### src/hdl/rbsd_map.vh
// constants for the receive back end and sync detector
`ifndef RBSD_MAP_VH
`define RBSD_MAP_VH
`define RBSD_LEN_12        2'h0
`define RBSD_LEN_16        2'h1
`define RBSD_LEN_20        2'h2
`define RBSD_LEN_24        2'h3
`define RBSD_BITS_12       5'h0C
`define RBSD_BITS_16       5'h10
`define RBSD_BITS_20       5'h14
`define RBSD_BITS_24       5'h18
`define RBSD_PIN_OFF       2'h0
`define RBSD_PIN_PULSE     2'h1
`define RBSD_PIN_LEVEL     2'h2
`define RBSD_PIN_FRAME     2'h3
`define RBSD_SYM_ZERO      2'h0
`define RBSD_SYM_POS       2'h1
`define RBSD_SYM_NEG       2'h3
`define RBSD_BYTE_BITS     3'h7
`endif

### src/hdl/rbsd_sync_match.v
// sync word comparator with length select and error tolerance
`include "rbsd_map.vh"
module rbsd_sync_match (
    input  wire [23:0] shift_reg,
    input  wire [23:0] sync_word,
    input  wire [1:0]  sync_length,
    input  wire [1:0]  sync_tolerance,
    output reg         match
);
    reg [23:0] mask;
    reg [23:0] diff;
    reg [4:0]  errors;
    integer    i;
    always @* begin
        mask   = 24'h000000;
        errors = 5'h00;
        case (sync_length)
            `RBSD_LEN_12: mask = 24'h000FFF;
            `RBSD_LEN_16: mask = 24'h00FFFF;
            `RBSD_LEN_20: mask = 24'h0FFFFF;
            default:      mask = 24'hFFFFFF;
        endcase
        diff = (shift_reg ^ sync_word) & mask;
        for (i = 0; i < 24; i = i + 1) begin
            errors = errors + {4'h0, diff[i]};
        end
        match = (errors <= {3'h0, sync_tolerance});
    end
endmodule

### src/hdl/rbsd_top.v
// receive back end: slicer, frequency control and sync word detection
`include "rbsd_map.vh"
module rbsd_top #(
    parameter SAMPLE_W = 8
) (
    input  wire                clk,
    input  wire                reset,
    input  wire                rx_mode,
    input  wire                rx_clk_pin,
    input  wire                rx_data_pin,
    input  wire [SAMPLE_W-1:0] symbol_sample,
    input  wire                trellis_enable,
    input  wire [6:0]          multilevel_slicer_level,
    input  wire                phase_fix_enable,
    input  wire [6:0]          ternary_recovery_threshold,
    input  wire [3:0]          ternary_preamble_qualify_time,
    input  wire                freq_loop_enable,
    input  wire [11:0]         freq_loop_scale,
    input  wire [7:0]          freq_max_range,
    input  wire                rf_half_divider,
    input  wire [15:0]         freq_error,
    input  wire                freq_error_valid,
    input  wire [23:0]         sync_word,
    input  wire [1:0]          sync_length,
    input  wire [1:0]          sync_tolerance,
    input  wire [1:0]          sync_pin_mode,
    input  wire [7:0]          packet_length,
    input  wire                readback_load,
    input  wire                readback_shift,
    output reg  [1:0]          ternary_symbol,
    output reg  [15:0]         freq_correction,
    output reg                 readback_data,
    output reg                 sync_match
);
    // ---------------------------------------------------------------
    // pin synchronisers
    // ---------------------------------------------------------------
    reg [2:0] clk_sync;
    reg [2:0] data_sync;
    reg       clk_state;
    reg       data_state;
    always @(posedge clk) begin
        if (reset) begin
            clk_sync   <= 3'h0;
            data_sync  <= 3'h0;
            clk_state  <= 1'b0;
            data_state <= 1'b0;
        end else begin
            clk_sync  <= {clk_sync[1:0], rx_clk_pin};
            data_sync <= {data_sync[1:0], rx_data_pin};
            if (clk_sync[2] == clk_sync[1])
                clk_state <= clk_sync[1];
            if (data_sync[2] == data_sync[1])
                data_state <= data_sync[1];
        end
    end
    wire rx_clk_rise = (clk_sync[2] == clk_sync[1]) && clk_sync[1] && !clk_state;

    // ---------------------------------------------------------------
    // 3-level slicer
    // ---------------------------------------------------------------
    wire signed [SAMPLE_W:0] samp = {symbol_sample[SAMPLE_W-1], symbol_sample};
    wire signed [SAMPLE_W:0] thr  = $signed({{(SAMPLE_W-6){1'b0}}, multilevel_slicer_level});
    wire signed [SAMPLE_W:0] cdr  = $signed({{(SAMPLE_W-6){1'b0}}, ternary_recovery_threshold});
    reg  [1:0] prev_sym;
    reg  [3:0] qual_cnt;
    reg  [1:0] next_sym;
    always @* begin
        next_sym = `RBSD_SYM_ZERO;
        if (!trellis_enable) begin
            if (samp > thr)
                next_sym = `RBSD_SYM_POS;
            else if (samp < -thr)
                next_sym = `RBSD_SYM_NEG;
        end else begin
            // two-state path choice: recovery level to enter, slicer level to hold the last symbol
            if (samp > cdr || (prev_sym == `RBSD_SYM_POS && samp > thr))
                next_sym = `RBSD_SYM_POS;
            else if (samp < -cdr || (prev_sym == `RBSD_SYM_NEG && samp < -thr))
                next_sym = `RBSD_SYM_NEG;
        end
    end
    always @(posedge clk) begin
        if (reset) begin
            ternary_symbol <= `RBSD_SYM_ZERO;
            prev_sym       <= `RBSD_SYM_ZERO;
            qual_cnt       <= 4'h0;
        end else if (rx_clk_rise) begin
            prev_sym <= phase_fix_enable ? next_sym : ternary_symbol;
            if (next_sym != prev_sym)
                qual_cnt <= 4'h0;
            else if (qual_cnt != ternary_preamble_qualify_time)
                qual_cnt <= qual_cnt + 4'h1;
            ternary_symbol <= next_sym;
        end
    end

    // ---------------------------------------------------------------
    // frequency control loop
    // ---------------------------------------------------------------
    reg  signed [23:0] integ;
    wire signed [8:0]  span = rf_half_divider ? {2'b00, freq_max_range[7:1]}
                                              : {1'b0, freq_max_range};
    wire signed [15:0] lim  = {{8{1'b0}}, span[8:1]};
    wire signed [27:0] prod = $signed(freq_error) * $signed({1'b0, freq_loop_scale[11:1]});
    wire signed [23:0] next_integ = integ + {{8{freq_error[15]}}, freq_error};
    wire signed [23:0] pi_sum = next_integ + {{12{prod[27]}}, prod[27:16]};
    wire signed [15:0] pi_out = pi_sum[23:8];
    reg  [15:0] readback;
    always @(posedge clk) begin
        if (reset) begin
            integ           <= 24'h000000;
            freq_correction <= 16'h0000;
            readback        <= 16'h0000;
            readback_data   <= 1'b0;
        end else begin
            if (freq_error_valid && freq_loop_enable) begin
                integ <= next_integ;
                if (pi_out > lim)
                    freq_correction <= lim;
                else if (pi_out < -lim)
                    freq_correction <= -lim;
                else
                    freq_correction <= pi_out;
            end else if (!freq_loop_enable) begin
                integ           <= 24'h000000;
                freq_correction <= 16'h0000;
            end
            if (readback_load) begin
                readback      <= freq_error;
                readback_data <= freq_error[15];
            end else if (readback_shift) begin
                readback      <= {readback[14:0], 1'b0};
                readback_data <= readback[14];
            end
        end
    end

    // ---------------------------------------------------------------
    // sync word detection and framing
    // ---------------------------------------------------------------
    reg  [23:0] shift_reg;
    reg         found;
    reg  [7:0]  byte_cnt;
    reg  [2:0]  bit_cnt;
    reg         framing;
    wire        match;
    rbsd_sync_match u_match (
        .shift_reg      (shift_reg),
        .sync_word      (sync_word),
        .sync_length    (sync_length),
        .sync_tolerance (sync_tolerance),
        .match          (match)
    );
    always @(posedge clk) begin
        if (reset) begin
            shift_reg  <= 24'h000000;
            found      <= 1'b0;
            byte_cnt   <= 8'h00;
            bit_cnt    <= 3'h0;
            framing    <= 1'b0;
            sync_match <= 1'b0;
        end else if (!rx_mode) begin
            found      <= 1'b0;
            framing    <= 1'b0;
            sync_match <= 1'b0;
        end else if (rx_clk_rise) begin
            shift_reg <= {shift_reg[22:0], data_state};
            found     <= match && !framing;
            case (sync_pin_mode)
                `RBSD_PIN_OFF:   sync_match <= 1'b0;
                `RBSD_PIN_PULSE: sync_match <= found;
                `RBSD_PIN_LEVEL: sync_match <= found | sync_match;
                default: begin
                    if (found && !framing) begin
                        framing    <= (packet_length != 8'h00);
                        sync_match <= (packet_length != 8'h00);
                        byte_cnt   <= 8'h00;
                        bit_cnt    <= 3'h0;
                    end else if (framing) begin
                        bit_cnt <= bit_cnt + 3'h1;
                        if (bit_cnt == `RBSD_BYTE_BITS) begin
                            byte_cnt <= byte_cnt + 8'h01;
                            if (byte_cnt + 8'h01 == packet_length) begin
                                framing    <= 1'b0;
                                sync_match <= 1'b0;
                            end
                        end
                    end
                end
            endcase
        end
    end
endmodule

### config.mk
export PLATFORM = sky130hd
export DESIGN_NAME = rbsd_top
export DESIGN_NICKNAME = d
export VERILOG_FILES = /design/src/hdl/rbsd_sync_match.v /design/src/hdl/rbsd_top.v
export VERILOG_INCLUDE_DIRS = /design/src /design/src/hdl
export SDC_FILE = /design/constraint.sdc
export NUM_CORES = 1
export LEC_CHECK = 0
export BUFFER_PORTS_ARGS = -buffer_cell sky130_fd_sc_hd__buf_2
export CAP_MARGIN = 20
export CELL_PAD_IN_SITES_DETAIL_PLACEMENT = 0
export CELL_PAD_IN_SITES_GLOBAL_PLACEMENT = 2
export CORE_UTILIZATION = 38
export DETAILED_ROUTE_END_ITERATION = 12
export GPL_TIMING_DRIVEN = 1
export PLACE_DENSITY = 0.89
export SLEW_MARGIN = 20
export SYNTH_ARGS = -nofsm -noshare
export SYNTH_HDL_FRONTEND = slang
export SYNTH_HIERARCHICAL = 1
export SYNTH_SLANG_ARGS = --single-unit
### constraint.sdc
create_clock -name clk -period 11.7 [get_ports clk]
set_input_delay 1.17 -clock clk [delete_from_list [all_inputs] [get_ports clk]]
set_output_delay 1.17 -clock clk [all_outputs]
set_load 0.005 [all_outputs]
# Word level (Yosys, flattened, before mapping)
# Cells that the tools add are included.
word_totals:
  register_bits: 106
  input_bits: 112
  elab_cells: 129
  output_inout_bits: 20
classes:
  eq_ne: 11
  reduce_logical: 27
  bitwise_logic: 5
  n_mul: 1
  magnitude_cmp: 7
  addsub: 30
  muxes: 32
op_table:
  columns: ["cell", "n"]
  rows:
  - ["adder 5 x 1 -> 5 bit", 22]
  - ["one-hot mux 24 bit (3 select lines)", 1]
  - ["two-way mux 16 bit", 4]
  - ["adder 24 bit", 2]
  - ["two-way mux 24 bit", 2]
  - ["two-way mux 8 bit", 4]
  - ["two-way mux 15 bit", 2]
  - ["multiplier 16 x 12 -> 28 bit", 1]
  - ["bitwise AND 24 bit", 1]
  - ["bitwise XOR 24 bit", 1]
  - ["< comparator 8 x 9 -> 1 bit", 2]
  - ["negation 7 -> 9 bit", 2]
  - ["> comparator 16 x 8 -> 1 bit", 1]
  - ["> comparator 8 bit", 2]
  - ["< comparator 16 bit", 1]
  - ["negation 7 -> 16 bit", 1]
  - ["nonzero test 5 bit", 3]
  - ["two-way mux 2 bit", 6]
  - ["two-way mux 1 bit", 10]
  - ["adder 8 x 1 -> 8 bit (second input constant)", 1]
  - ["equality test 8 bit", 1]
  - ["AND reduction 4 bit", 2]
  - ["nonzero test 8 bit", 1]
  - ["logical AND 1 bit", 7]
  - ["other kinds (20)", 33]

# Longest topological paths before layout
depth:
  word_depth: 28
  depth_mapped: 47
  mapped_depth_nobuf: 45

# Modules after synthesis
# The synthesis kept the hierarchy.
modules_own_cells:
  columns: ["mod", "cells_each", "area_per_inst_um2", "n_inst"]
  rows:
  - ["rbsd_top", 1790, 14692.8, 1]
  - ["rbsd_sync_match", 91, 847.1, 1]

# Worst setup path after synthesis
# Ideal clock, no wire load.
synth_timing:
  kind: "input to register"
  from: "input freq_loop_scale[9]"
  to: "register freq_correction[4]"
  setup_time_ns: 0.131
  cell_stages: 41
  n_path_buf: 3
  arrival_time_ns: 9.967
  slack_ns: 1.601
  t_required_ns: 11.569
  cell_sequence: "clkbuf_1 nand2_1 fa_1 inv_1 fa_1 fa_1 fa_1 inv_1 fa_1 inv_1 ha_1 a21oi_1 o21ai_0 a2111oi_1 nor2_1 nor2_1 nor2b_1 o21a_1 [5 not listed] o211ai_1 or3b_2 nor3_1 o21ai_0 o31ai_1 a311oi_1 o41ai_1 a211oi_2 xor2_1 ha_1 clkbuf_1 and4_1 o211ai_1 a31o_2 a2bb2oi_4 buf_2 a22oi_1 o211ai_1"
synth_between:
  elab_chain_cells: 6
  elab_cells_between_ends: 7
  classes_between: "add/sub: 1; mul: 1; order compare: 2; mux: 3"
synth_rtl:
  columns: ["item", "line", "rtl"]
  rows:
  - ["start: declaration", "rbsd_top.v:18", "input wire [11:0] freq_loop_scale,"]
  - ["multiplier 16 x 12 -> 28 bit *", "rbsd_top.v:105", "wire signed [27:0] prod = $signed(freq_error) * $signed({1'b0, freq_loop_scale[11:1]});"]
  - ["adder 24 bit *", "rbsd_top.v:107", "wire signed [23:0] pi_sum = next_integ + {{12{prod[27]}}, prod[27:16]};"]
  - ["< comparator 16 bit", "rbsd_top.v:121", "else if (pi_out < -lim)"]
  - ["two-way mux 16 bit", "rbsd_top.v:121", null]
  - ["two-way mux 16 bit *", "rbsd_top.v:119", "if (pi_out > lim)"]
  - ["two-way mux 16 bit *", "rbsd_top.v:117", "if (freq_error_valid && freq_loop_enable) begin"]
  - ["end signal: assignment", "rbsd_top.v:120", "freq_correction <= lim;"]
  - ["end signal: assignment", "rbsd_top.v:122", "freq_correction <= -lim;"]
  - ["end signal: assignment", "rbsd_top.v:124", "freq_correction <= pi_out;"]
  - ["end: declaration", "rbsd_top.v:31", "output reg [15:0] freq_correction,"]
# Every way passes the cells marked *; elsewhere a longest branch is shown, timed or not.
# A chain may end at the register's enable or synchronous reset.

# Worst setup path after layout
layout_timing:
  from: "input freq_loop_scale[6]"
  to: "register freq_correction[11]"
# The elaborated chain is that of the path after synthesis.

==> results <==
- The run finished with clean final reports.
- The clock arrives with 10.1 ps of skew.
- The fraction of layout instances using a drive strength above 1 is 9.56%.
- Dividing the detail-routed wire length by the instance count gives 15.2 um.
- The total clock sinks is 106.
- The half-perimeter wire length after placement is 30.5 mm.
- The root cell of the clock tree is sky130_fd_sc_hd__clkbuf_16.
- The worst path uses 93.1% of the clock period.
- In this run the vertical extent of the chip is 204 um.
- Among all flip-flop cells after synthesis, the most frequent one is sky130_fd_sc_hd__dfxtp_1.
- For this run, the number of Yosys warnings is 6.
- The top-level I/O count is 132.
- The worst endpoint data arrival time is 11,190 ps.
- The final weighted congestion of routability-driven global placement is 0.852.
- The largest area contributor in the synthesized netlist is sky130_fd_sc_hd__fa_1.
- The die span in x is 204 um.
- After clock tree synthesis, the flow added hold-fix buffers numbering 0.
- Of the post-synthesis cell area, the dominant cell type holds 22.9%.
- The detailed router placed 12,700 vias in this run.
- Using the TritonRoute via totals, the vias-per-cell ratio works out to 5.10.
- The number of antenna diodes in the final layout is 0.
- The final number of max-transition violations is 0.
- The first-pass GRT wire length is 63.8 mm.
- The post-place setup slack is 406 ps.
- Of all nets on the critical path, the largest fanout is 16.
- The maximum clock path buffer count is 2.
- Derived from the worst setup path, the maximum achievable clock frequency is 91.8 MHz.
- The hold violation total from the final report was 0.
- The category of the worst setup path capture point is a register.
- The tightest hold path in the finished design has a slack of 443 ps.
- The distinct cell type count of the synthesized netlist is 85.
- After clock tree synthesis, the clock-pin slew on the worst setup and hold paths is 80 ps.
- After synthesis, the share of flip-flops with an asynchronous set or reset is 0%.
- The final setup violation count is 0.
- The path type of the worst setup path is in -> reg.
- Counting every net in the synthesized netlist gives 2,340.
- The maximum number of pins on one net before global-route repair is 67.
- The fraction of the yosys area taken by sequential cells is 13.7%.
- The die area is 41,700 um2.
- The clock insertion delay at the later pin of the skew report is 370 ps.
- The final wirelength is 37.9 mm.
- Counting flops with a built-in enable in the synthesized netlist gives 0.
- Counting flops and latches in the post-synthesis netlist gives 106.
- Buffers placed on the I/O ports in this run total 125.
- In this run the tightest slew margin relative to its limit is 31.2%.
- The clock tree synthesis step divided the H-tree into 3 levels.
- Relative to the synthesized area, the layout overhead comes to 9.56%.
- The core area is 40,000 um2.
- The total global routing track utilization is 18.9%.
- The post-synthesis instance total is 1,881.
- For this run, design rule violations remaining after detail routing come to 0.
- The max-cap check violation count is 0.
- The cell repeated most along the worst path is sky130_fd_sc_hd__fa_1.
- Setup total negative slack on the finished layout was measured at 0 ps.
- Once the clock tree was built, the setup fixing pass inserted 0 buffers.
- The element type at the critical path start is an input port.
- A synthesized cell averages 8.26 um2.
- The netlist area before placement is 15,500 um2.
- The tightest min-delay check is of the reg -> reg type.
- The final critical-path setup slack is 807 ps.
- For this configuration, the core starts out at a cell density of 38.8%.
- The number of resized instances in the post-cts repair step is 0.
- The actual transition at the worst max-transition pin is 1030 ps.
- TritonCTS built the clock tree.
- The overall overflow remaining after global route is 0.
- Setup repair after global routing left no endpoint under its margin.
- After synthesis, the cell types taking the most area are sky130_fd_sc_hd__fa_1 (23%), sky130_fd_sc_hd__dfxtp_1 (14%), sky130_fd_sc_hd__ha_1 (14%).
- For this run, the detailed router's first-pass iteration total came to 4.
- After layout, the minimum clock period comes to 10,890 ps.
- The initial antenna violation count came to 0.
- Data on the critical path is required at its endpoint by 12,000 ps.
- The peak per-stage delay on the critical path is 550 ps.
- The DRC marker count from the first detailed-route iteration is 489.
- The number of nets in the finished design is 2,431.
- On the critical path, the stage with the largest delay is an instance of sky130_fd_sc_hd__fa_1.
- Buffers inserted during clock tree synthesis total 9.
- The number of rows created at floorplan is 73.
- The count of nets left with antenna violations once routing finished came out at 0.
- The number of global-route vias before repair is 13,200.
[synth_stat cells (6+ instances only)]
cell type	instances
sky130_fd_sc_hd__and4_1	6
sky130_fd_sc_hd__nor4_1	11
sky130_fd_sc_hd__nor2b_1	25
sky130_fd_sc_hd__o21bai_1	7
sky130_fd_sc_hd__a21o_1	18
sky130_fd_sc_hd__clkbuf_1	58
sky130_fd_sc_hd__xor2_1	30
sky130_fd_sc_hd__dfxtp_1	106
sky130_fd_sc_hd__nand4_1	10
sky130_fd_sc_hd__a31oi_1	8
sky130_fd_sc_hd__nor2_1	153
sky130_fd_sc_hd__and2_1	68
sky130_fd_sc_hd__o21a_1	14
sky130_fd_sc_hd__a211oi_1	15
sky130_fd_sc_hd__fa_1	178
sky130_fd_sc_hd__o211ai_1	12
sky130_fd_sc_hd__a21oi_1	114
sky130_fd_sc_hd__o21ai_0	47
sky130_fd_sc_hd__nand2b_1	16
sky130_fd_sc_hd__inv_1	277
sky130_fd_sc_hd__nand2_1	226
sky130_fd_sc_hd__a211o_1	7
sky130_fd_sc_hd__a2111oi_0	6
sky130_fd_sc_hd__o31ai_1	9
sky130_fd_sc_hd__nand3_1	28
sky130_fd_sc_hd__nor3_1	23
sky130_fd_sc_hd__o21ai_1	14
sky130_fd_sc_hd__nand3b_1	7
sky130_fd_sc_hd__and3_1	10
sky130_fd_sc_hd__ha_1	169
sky130_fd_sc_hd__mux2i_1	47
sky130_fd_sc_hd__xnor2_1	68
[cells in the final DEF, fill, tap and decap left out, drive strengths merged, types with 29 or more instances in the layout]
cell and count:
ha 169, nor2 153, buf 148, dfxtp 106
nand3 29, xnor2 69, a21oi 115, fa 178
mux2i 48, xor2 32, nand2 226, o21ai 61
and2 68, inv 282
[critical path, delay by kind of cell]
kind | cells | cell delay, ps
adders and majority gates | 8 | 3540
buffers and inverters | 7 | 930
AOI/OAI and AO/OA | 15 | 3430
xor gates and xnor gates | 1 | 290
and+or+nand+nor | 11 | 1810
[final timing paths]
path                      startpoint                   to  slack (ps)  cells past startpoint
hold reg to reg         data_sync[0]         data_sync[1]         440                      1
setup / recovery  freq_loop_scale[6]  freq_correction[11]         810                     42
setup reg to reg            integ[0]  freq_correction[11]        5260                     25
hold / removal          data_sync[0]         data_sync[1]         440                      1
[through the flow]
stage / std cells / util [%] / area (um2)
after global routing: 2501 / 42.6 / 17000
final: 2501 / 42.6 / 17000
after CTS: 2498 / 42.5 / 17000
after detailed placement: 2483 / 41.8 / 16700
after floorplan: 1881 / - / 15500
after global placement: 2483 / 41.8 / 16700
[cell families after synthesis]
group           after synthesis  share of synthesized area [%]
flops                       106                           13.7
mux                          51                           3.36
fa+ha+maj                   347                           36.5
simple gates                604                           18.2
compound gates              323                           13.7
buf+inv                     347                           8.48
xor+xnor                    103                           6.13
[cell type report]
type                    count  area, um2
flip-flops and latches    106       2120
fillers                  4104      23000
clock inverters             5       46.3
multi-input cells        1428      12100
well taps                 525        657
repair buffers            148        811
inverters                 279       1050
clock buffers              10        239
[routing by layer]
layer,track usage (%),part of all wire (%),vias up
met1,24.4,47,6202
met5,0,0,-
met2,33.5,49,160
met4,4.24,1.7,0
met3,2.28,2.5,32
li1,-,-,6352
Power is not shown: default switching activity piles up to over one toggle a cycle in this logic, so the estimate is an artifact.
